`config.mk`:
```
export PLATFORM = sky130hd
export DESIGN_NAME = xio_ext_io
export DESIGN_NICKNAME = d
export VERILOG_FILES = /design/src/rtl/xio_pkg.sv /design/src/rtl/xio_ext_io.sv
export SDC_FILE = /design/constraint.sdc
export NUM_CORES = 1
export LEC_CHECK = 0
export ABC_CLOCK_PERIOD_IN_PS = 3100
export BUFFER_PORTS_ARGS = -buffer_cell sky130_fd_sc_hd__buf_2
export CAP_MARGIN = 25
export CORE_AREA = 2 2 229 277
export CTS_BUF_LIST = sky130_fd_sc_hd__clkbuf_4 sky130_fd_sc_hd__clkbuf_8
export CTS_CLUSTER_DIAMETER = 120
export DETAILED_ROUTE_END_ITERATION = 10
export DIE_AREA = 0 0 231 279
export GPL_ROUTABILITY_DRIVEN = 0
export PLACE_DENSITY = 0.73
export SYNTH_ARGS = -nofsm -noshare
export SYNTH_HDL_FRONTEND = slang
export SYNTH_SLANG_ARGS = --single-unit
```
`constraint.sdc`:
```
create_clock -name clock -period 3.1 [get_ports clock]
set_input_delay 0.31 -clock clock [delete_from_list [all_inputs] [get_ports clock]]
set_output_delay 0.31 -clock clock [all_outputs]
set_load 0.005 [all_outputs]
```
`src/rtl/xio_pkg.sv`:
```
package xio_pkg;
    localparam logic [3:0] XIO_REG_DIR = 4'h0;
    localparam logic [3:0] XIO_REG_PTSEL = 4'h1;
    localparam logic [3:0] XIO_REG_BITCMD = 4'h2;
    localparam logic [3:0] XIO_REG_MAIN = 4'h3;
    localparam logic [3:0] XIO_REG_EXTA = 4'h4;
    localparam logic [3:0] XIO_REG_EXTB = 4'h5;
    localparam logic [3:0] XIO_REG_EXTC = 4'h6;
    localparam logic [3:0] XIO_REG_EXTD = 4'h7;
    localparam logic [3:0] XIO_REG_BLKRD = 4'h8;
    localparam logic [3:0] XIO_REG_BITRD = 4'h9;
    localparam logic [3:0] XIO_REG_SAVE = 4'ha;
    localparam logic [3:0] XIO_REG_STAT = 4'hb;
    localparam logic [7:0] XIO_DIR_RESET = 8'h00;
    localparam logic [6:0] XIO_EXT_FIRST = 7'h11;
    localparam logic [6:0] XIO_EXT_LAST = 7'h50;
    localparam logic [6:0] XIO_MAIN_LAST = 7'h08;
    localparam logic [6:0] XIO_MAIN_LAST_BIG = 7'h10;
    localparam logic [3:0] XIO_BLK_FIRST = 4'h2;
    localparam logic [3:0] XIO_BLK_LAST = 4'h9;
    localparam int XIO_BITCMD_CLR = 0;
    localparam int XIO_BITCMD_SET = 1;
    localparam int XIO_BITCMD_COND = 2;
    localparam int XIO_BITCMD_CVAL = 3;
    localparam int XIO_STAT_BUSY = 0;
    localparam int XIO_STAT_VALID = 1;
    typedef enum logic [1:0] {
        XIO_NV_IDLE = 2'b00,
        XIO_NV_SAVE = 2'b01,
        XIO_NV_LOAD = 2'b10
    } xio_nv_t;
endpackage : xio_pkg

```
`src/rtl/xio_ext_io.sv`:
```
// The register addresses and the Avalon-MM interface to the registers were decided locally.
`timescale 1ns/10ps
`default_nettype none
module xio_ext_io
    import xio_pkg::*;
(
    input wire logic clock,
    input wire logic nrst,
    input wire logic clkEn,
    input wire logic bigVariant,
    input wire logic [5:0] avsAddress,
    input wire logic avsRead,
    input wire logic avsWrite,
    input wire logic [31:0] avsWriteData,
    input wire logic [3:0] avsByteEnable,
    output logic [31:0] avsReadData,
    output logic avsWaitRequest,
    output logic [1:0] avsResponse,
    input wire logic [63:0] extPinIn,
    output logic [63:0] extPinOut,
    output logic [63:0] extPinOe,
    output logic [15:0] mainOut,
    input wire logic [15:0] mainIn,
    output logic nvWrite,
    output logic [87:0] nvWriteData,
    output logic nvRead,
    input wire logic nvReadValid,
    input wire logic [87:0] nvReadData,
    input wire logic nvHasData,
    input wire logic nvDone
);
    ////////////////////////////////////////////////////////////////////////
    logic [63:0] syncA_ff, syncB_ff, syncC_ff, pinStable_ff, nxt_pinStable;
    logic [15:0] mainA_ff, mainB_ff, mainC_ff, mainStable_ff, nxt_mainStable;
    logic [7:0] dir_ff, nxt_dir;
    logic [63:0] outLat_ff, nxt_outLat;
    logic [15:0] mainLat_ff, nxt_mainLat;
    logic [6:0] ptSel_ff, nxt_ptSel;
    logic [3:0] blkSel_ff, nxt_blkSel;
    logic [31:0] rdData_ff, nxt_rdData;
    logic rdDone_ff, nxt_rdDone;
    xio_nv_t nv_ff, nxt_nv;
    logic loaded_ff, nxt_loaded;
    logic [3:0] regIdx;
    logic [63:0] outMask;

    // Point number to extended bit index and validity
    function automatic logic extValid(input logic [6:0] pt);
        extValid = (pt >= XIO_EXT_FIRST) && (pt <= XIO_EXT_LAST);
    endfunction : extValid

    function automatic logic [5:0] extIdx(input logic [6:0] pt);
        logic [6:0] d;
        d = pt - XIO_EXT_FIRST;
        extIdx = d[5:0];
    endfunction : extIdx

    function automatic logic [63:0] blockMask(input logic [7:0] dir);
        logic [63:0] m;
        m = '0;
        for (int b = 0; b < 8; b++) begin
            m[b*8 +: 8] = {8{dir[b]}};
        end
        blockMask = m;
    endfunction : blockMask

    assign regIdx = avsAddress[5:2];
    assign outMask = blockMask(dir_ff);

    ////////////////////////////////////////////////////////////////////////
    // Pin input synchronisers
    always_comb begin
        nxt_pinStable = pinStable_ff;
        nxt_mainStable = mainStable_ff;
        for (int i = 0; i < 64; i++) begin
            if (syncB_ff[i] == syncC_ff[i]) begin
                nxt_pinStable[i] = syncC_ff[i];
            end
        end
        for (int i = 0; i < 16; i++) begin
            if (mainB_ff[i] == mainC_ff[i]) begin
                nxt_mainStable[i] = mainC_ff[i];
            end
        end
    end

    always_ff @(posedge clock or negedge nrst) begin
        if (!nrst) begin
            syncA_ff <= '0;
            syncB_ff <= '0;
            syncC_ff <= '0;
            pinStable_ff <= '0;
            mainA_ff <= '0;
            mainB_ff <= '0;
            mainC_ff <= '0;
            mainStable_ff <= '0;
        end else if (clkEn) begin
            syncA_ff <= extPinIn;
            syncB_ff <= syncA_ff;
            syncC_ff <= syncB_ff;
            pinStable_ff <= nxt_pinStable;
            mainA_ff <= mainIn;
            mainB_ff <= mainA_ff;
            mainC_ff <= mainB_ff;
            mainStable_ff <= nxt_mainStable;
        end
    end

    ////////////////////////////////////////////////////////////////////////
    // Register writes, bit commands, nonvolatile sequencing
    logic [15:0] pwArg;
    logic [1:0] pwSel;
    logic [63:0] pwMask;
    logic [15:0] mainWMask;
    logic bitVal;
    logic doBit;
    always_comb begin
        nxt_dir = dir_ff;
        nxt_outLat = outLat_ff;
        nxt_mainLat = mainLat_ff;
        nxt_ptSel = ptSel_ff;
        nxt_blkSel = blkSel_ff;
        nxt_nv = nv_ff;
        nxt_loaded = loaded_ff;
        pwArg = avsWriteData[15:0];
        pwSel = '0;
        pwMask = '0;
        mainWMask = bigVariant ? 16'hffff : 16'h00ff;
        bitVal = 1'b0;
        doBit = 1'b0;
        case (nv_ff)
            XIO_NV_IDLE: begin
                if (!loaded_ff) begin
                    if (nvHasData) begin
                        nxt_nv = XIO_NV_LOAD;
                    end else begin
                        nxt_loaded = 1'b1;
                    end
                end else if (avsWrite) begin
                    if (regIdx == XIO_REG_DIR) begin
                        nxt_dir = avsWriteData[7:0];
                    end else if (regIdx == XIO_REG_PTSEL) begin
                        nxt_ptSel = avsWriteData[6:0];
                        nxt_blkSel = avsWriteData[11:8];
                    end else if (regIdx == XIO_REG_BITCMD) begin
                        doBit = 1'b1;
                        if (avsWriteData[XIO_BITCMD_COND]) begin
                            bitVal = avsWriteData[XIO_BITCMD_CVAL];
                        end else begin
                            bitVal = avsWriteData[XIO_BITCMD_SET];
                        end
                        doBit = avsWriteData[XIO_BITCMD_COND] | avsWriteData[XIO_BITCMD_SET]
                            | avsWriteData[XIO_BITCMD_CLR];
                    end else if (regIdx == XIO_REG_MAIN) begin
                        nxt_mainLat = avsWriteData[15:0] & mainWMask;
                    end else if (regIdx >= XIO_REG_EXTA && regIdx <= XIO_REG_EXTD) begin
                        pwSel = 2'(regIdx - XIO_REG_EXTA);
                        pwMask[pwSel*16 +: 16] = 16'hffff;
                        pwMask = pwMask & outMask;
                        nxt_outLat = (outLat_ff & ~pwMask) | ({4{pwArg}} & pwMask);
                    end else if (regIdx == XIO_REG_SAVE) begin
                        nxt_nv = XIO_NV_SAVE;
                    end
                end
                if (doBit) begin
                    if (extValid(ptSel_ff)) begin
                        nxt_outLat[extIdx(ptSel_ff)] = bitVal;
                    end else if (ptSel_ff >= 7'h01 && ptSel_ff <= (bigVariant ? XIO_MAIN_LAST_BIG : XIO_MAIN_LAST)) begin
                        nxt_mainLat[4'(ptSel_ff - 7'h01)] = bitVal;
                    end
                end
            end
            XIO_NV_SAVE: begin
                if (nvDone) begin
                    nxt_nv = XIO_NV_IDLE;
                end
            end
            XIO_NV_LOAD: begin
                if (nvReadValid) begin
                    nxt_dir = nvReadData[87:80];
                    nxt_outLat = nvReadData[79:16];
                    nxt_mainLat = nvReadData[15:0];
                    nxt_loaded = 1'b1;
                    nxt_nv = XIO_NV_IDLE;
                end
            end
            default: nxt_nv = XIO_NV_IDLE;
        endcase
    end

    always_ff @(posedge clock or negedge nrst) begin
        if (!nrst) begin
            dir_ff <= XIO_DIR_RESET;
            outLat_ff <= '0;
            mainLat_ff <= '0;
            ptSel_ff <= '0;
            blkSel_ff <= '0;
            nv_ff <= XIO_NV_IDLE;
            loaded_ff <= 1'b0;
        end else if (clkEn) begin
            dir_ff <= nxt_dir;
            outLat_ff <= nxt_outLat;
            mainLat_ff <= nxt_mainLat;
            ptSel_ff <= nxt_ptSel;
            blkSel_ff <= nxt_blkSel;
            nv_ff <= nxt_nv;
            loaded_ff <= nxt_loaded;
        end
    end

    ////////////////////////////////////////////////////////////////////////
    // Read path; reads answer one cycle after they are presented
    logic [63:0] ptState;
    logic [15:0] mainState;
    always_comb begin
        ptState = (outLat_ff & outMask) | (pinStable_ff & ~outMask);
        if (bigVariant && !dir_ff[0]) begin
            ptState[7:0] = 8'h00;
        end
        mainState = mainStable_ff;
        nxt_rdDone = avsRead && !rdDone_ff;
        nxt_rdData = '0;
        if (regIdx == XIO_REG_DIR) begin
            nxt_rdData[7:0] = dir_ff;
        end else if (regIdx == XIO_REG_PTSEL) begin
            nxt_rdData = {20'h0, blkSel_ff, 1'b0, ptSel_ff};
        end else if (regIdx == XIO_REG_MAIN) begin
            nxt_rdData[15:0] = mainLat_ff;
        end else if (regIdx >= XIO_REG_EXTA && regIdx <= XIO_REG_EXTD) begin
            nxt_rdData[15:0] = outLat_ff[2'(regIdx - XIO_REG_EXTA)*16 +: 16];
        end else if (regIdx == XIO_REG_BLKRD) begin
            if (blkSel_ff == 4'h0) begin
                nxt_rdData[7:0] = mainState[7:0];
            end else if (blkSel_ff >= XIO_BLK_FIRST && blkSel_ff <= XIO_BLK_LAST) begin
                nxt_rdData[7:0] = ptState[3'(blkSel_ff - XIO_BLK_FIRST)*8 +: 8];
            end
        end else if (regIdx == XIO_REG_BITRD) begin
            if (extValid(ptSel_ff)) begin
                nxt_rdData[0] = ptState[extIdx(ptSel_ff)];
            end else if (ptSel_ff >= 7'h01 && ptSel_ff <= XIO_MAIN_LAST_BIG) begin
                nxt_rdData[0] = mainState[4'(ptSel_ff - 7'h01)];
            end
        end else if (regIdx == XIO_REG_STAT) begin
            nxt_rdData[XIO_STAT_BUSY] = (nv_ff != XIO_NV_IDLE) || !loaded_ff;
            nxt_rdData[XIO_STAT_VALID] = loaded_ff;
        end
    end

    always_ff @(posedge clock or negedge nrst) begin
        if (!nrst) begin
            rdData_ff <= '0;
            rdDone_ff <= 1'b0;
        end else if (clkEn) begin
            rdData_ff <= nxt_rdData;
            rdDone_ff <= nxt_rdDone;
        end
    end

    ////////////////////////////////////////////////////////////////////////
    // Writes complete only when the sequencer is idle and loaded
    assign avsWaitRequest = avsRead ? !rdDone_ff : (avsWrite && (nv_ff != XIO_NV_IDLE || !loaded_ff));
    assign avsReadData = rdData_ff;
    assign avsResponse = 2'b00;
    assign extPinOut = outLat_ff & outMask;
    assign extPinOe = outMask;
    assign mainOut = mainLat_ff;
    assign nvWrite = (nv_ff == XIO_NV_SAVE);
    assign nvWriteData = {dir_ff, outLat_ff, mainLat_ff};
    assign nvRead = (nv_ff == XIO_NV_LOAD);
endmodule : xio_ext_io
`default_nettype wire

```
==> flow_metrics.env <==
export IMPL_drv_cap=0
export IMPL_synth_flop_cell="dfrtp_1"
export IMPL_hold_ws_ns=-0.0117
export IMPL_drive_above_1_share_pct=30.9
export IMPL_worstMarginPinSlew_ns=0.980
export IMPL_area_delta_synth_final_pct=23.0
export IMPL_crit_path_end_kind="flop"
export IMPL_clk_latency_ns=0.69
export IMPL_drc=0
export IMPL_grt_pass1_vias=22062
export IMPL_switching_share_pct=42.5
export IMPL_drt_total_wl_um=100000
export IMPL_arrival_ns=3.37
export IMPL_p_leak_nw=13.7
export IMPL_startpoint_type="flop"
export IMPL_drtIter0Drc=3495
export IMPL_internal_power_mw=14.3
export IMPL_max_freq_ghz=0.354
export IMPL_cts_setup_buffers=0
export IMPL_p_per_area_nw_per_um2=824
export IMPL_violations="negative hold slack"
export IMPL_synth_area_um2=24500
export IMPL_worstSetupPathType="flop to flop"
export IMPL_cts_buffer_depth=3
export IMPL_start_util_pct=39.8
export IMPL_period_needed_ns=2.82
export IMPL_max_stage_delay_ns=0.48
export IMPL_clock_root_buffer="clkbuf_8"
export IMPL_drtPass1Iterations=8
export IMPL_cp_max_fo=16
export IMPL_drt_wirelength_per_cell_um=25.8
export IMPL_yosys_top_cells_area="dfrtp_1 (45%), o21ai_0 (9.0%), mux2_2 (8.1%)"
export IMPL_rsz0062_at_grt="no"
export IMPL_die_area_um2=64400
export IMPL_combPwrFrac_pct=41.0
export IMPL_nNetsFinal=3226
export IMPL_holdBufCountCts=116
export IMPL_grt_max_degree=216
export IMPL_outcome="finished, violations left"
export IMPL_synthArstFlopShare_pct=100
export IMPL_ys_seq_area_share_pct=44.8
export IMPL_relSlewSlack_pct=34.6
export IMPL_grt_usage_pct=30.6
export IMPL_yosysTopAreaCell="dfrtp_1"
export IMPL_clkTransAtPathRegs_ns=0.07
export IMPL_seqPwrFrac_pct=37.1
export IMPL_synth_distinct_cells=74
export IMPL_post_route_period_util_pct=91.0
export IMPL_clock_skew_ns=0.0440
export IMPL_viasPerCell=6.04
export IMPL_hpwl_um=73600
export IMPL_synth_edff_count=0
export IMPL_clkPwrFrac_pct=21.8
export IMPL_worstHoldPathType="primary input to flop"
export IMPL_hold_viol_final=1
export IMPL_path_cells="inv_1 -> ha_1 -> or3b_2 -> o211ai_2 -> o211ai_1 -> buf_4 -> or4_1 -> a21oi_1 -> o21ai_0"
export IMPL_syn_inst=2512
export IMPL_dieHeight_um=279
export IMPL_cp_required_ns=3.65
export IMPL_grt_antenna_before_repair=14
export IMPL_yosys_warnings=0
export IMPL_setup_viol=0
export IMPL_clock_sinks=439
export IMPL_overflow=0
export IMPL_die_w_um=231
export IMPL_ctsResizeCount=0
export IMPL_total_power_mw=24.8
export IMPL_peakVddDrop_mv=0.451
export IMPL_rows=100
export IMPL_core_area_um2=61600
export IMPL_report_final_slew_viol_count=0
export IMPL_syn_avg_cell_area_um2=9.75
export IMPL_fin_tns_setup_ns=0
export IMPL_portBuffers=447
export IMPL_vias=23465
export IMPL_cts_buffers=70
export IMPL_h_tree_depth=3
export IMPL_grt_pass1_wl_um=146000
export IMPL_critPathSlowestCell="or3b_2"
export IMPL_synth_top_area_share_pct=44.8
export IMPL_design_portCount=488
export IMPL_switchingPower_mw=10.5
export IMPL_synthTopCellsByCount="dfrtp_1 (439), o21ai_0 (439), a21oi_1 (200), nand2_1 (184), mux2_2 (177)"
export IMPL_ys_ff_latch=439
export IMPL_cts_tree="built"
export IMPL_ant_nets=0
## cells by family (layout without fill, tap and decap cells)
| kind of cell | after synthesis | after routing | synth area share [%] |
|---|---|---|---|
| buffers and inverters | 391 | 914 | 7.55 |
| adders and majority gates | 7 | 7 | 0.358 |
| muxes | 350 | 350 | 18.0 |
| xor gates and xnor gates | 3 | 3 | 0.107 |
| DFF | 439 | 439 | 44.8 |
| other | 1 | 33 | 0.0153 |
| and+or+nand+nor | 508 | 508 | 10.7 |
| AOI/OAI and AO/OA | 813 | 813 | 18.4 |
## metal layers
metal,GRT usage [%],vias up,part of all wire (%)
li1,-,9921,-
met5,0.915,-,0.047
met2,44.7,1848,42
met1,37.5,11234,36
met4,19.5,6,7.7
met3,12.0,456,14
## cells in the final DEF, fill, tap and decap left out, types with 8 or more instances in the layout
master and instances:
dlygate4sd3_1 116, and2_1 68, conb_1 18, diode_2 15, nand3_1 33, or3_1 59
clkinv_2 9, o31ai_1 31, mux2_2 177, nor2b_1 28, a22oi_1 8, mux4_2 55
or4_1 10, dfrtp_1 438, o2111ai_1 11, clkbuf_8 85, buf_4 113, o21ai_0 439
nor4_1 9, nand2_1 184, a21oi_1 200, a211oi_1 11, nor2_1 48, clkbuf_4 20
nor3_1 17, nand2b_1 9, mux2i_1 118, o211ai_1 10, nand3b_1 16, o21ai_1 22
buf_2 445, a31oi_1 11, inv_1 105
## sequential cells by signal, summed over array words and instances (netlist names), 16 cells and up
name,cells
outLat_ff,64
mainA_ff,16
mainOut,16
mainB_ff,16
syncA_ff,64
syncC_ff,64
mainStable_ff,16
pinStable_ff,64
mainC_ff,16
avsReadData,16
syncB_ff,64
## worst max-delay path: cells and delay by family (launching register included)
family          cells  cell delay, ns
buf+inv             2            0.38
simple gates        2            0.95
fa+ha+maj           1            0.18
flops               1            0.37
compound gates      4            0.81
## metrics by stage
step                      instances  instance area [um^2]  setup WS (ns)  utilization, %
after global placement         3628                 27400          0.353            44.5
after global routing           3873                 30100          0.126            48.9
after CTS                      3868                 30100          0.322            48.9
after floorplan                2529                 24600          0.247               -
final                          3883                 30100          0.278            48.9
after detailed placement       3628                 27400          0.316            44.5
## worst paths after layout
check | startpoint | endpoint | slack [ns] | cells after the start
setup / recovery | ptSel_ff[1] | outLat_ff[43] | 0.28 | 9
hold / removal | nvReadData[35] | outLat_ff[19] | -0.01 | 3
setup reg to reg | ptSel_ff[1] | outLat_ff[43] | 0.28 | 9
hold reg to reg | syncA_ff[27] | syncB_ff[27] | 0.50 | 1
max in group asynchronous | nrst | syncB_ff[27] | 1.88 | 3
min in group asynchronous | nrst | mainOut[12] | 0.26 | 2
## power by group through the flow
stage	registers [mW]	clock network (mW)	logic (mW)
floorplan	8.15	0	6.23
global placement	9.06	0	9.41
detailed placement	9.12	0	9.61
CTS	9.03	5.48	9.76
global route	9.27	5.73	10.8
finish	9.21	5.42	10.2
## area by class of cell
cell class	instances	area, um^2
Antenna cell	15	37.5
Clock buffer	105	1320
Tap cell	816	1020
Fill cell	5740	31400
Multi-Input combinational cell	1699	11800
Clock inverter	19	195
Timing Repair Buffer	683	4410
Sequential cell	439	11000
Inverter	107	402
Power figures use the tool's default switching activity.
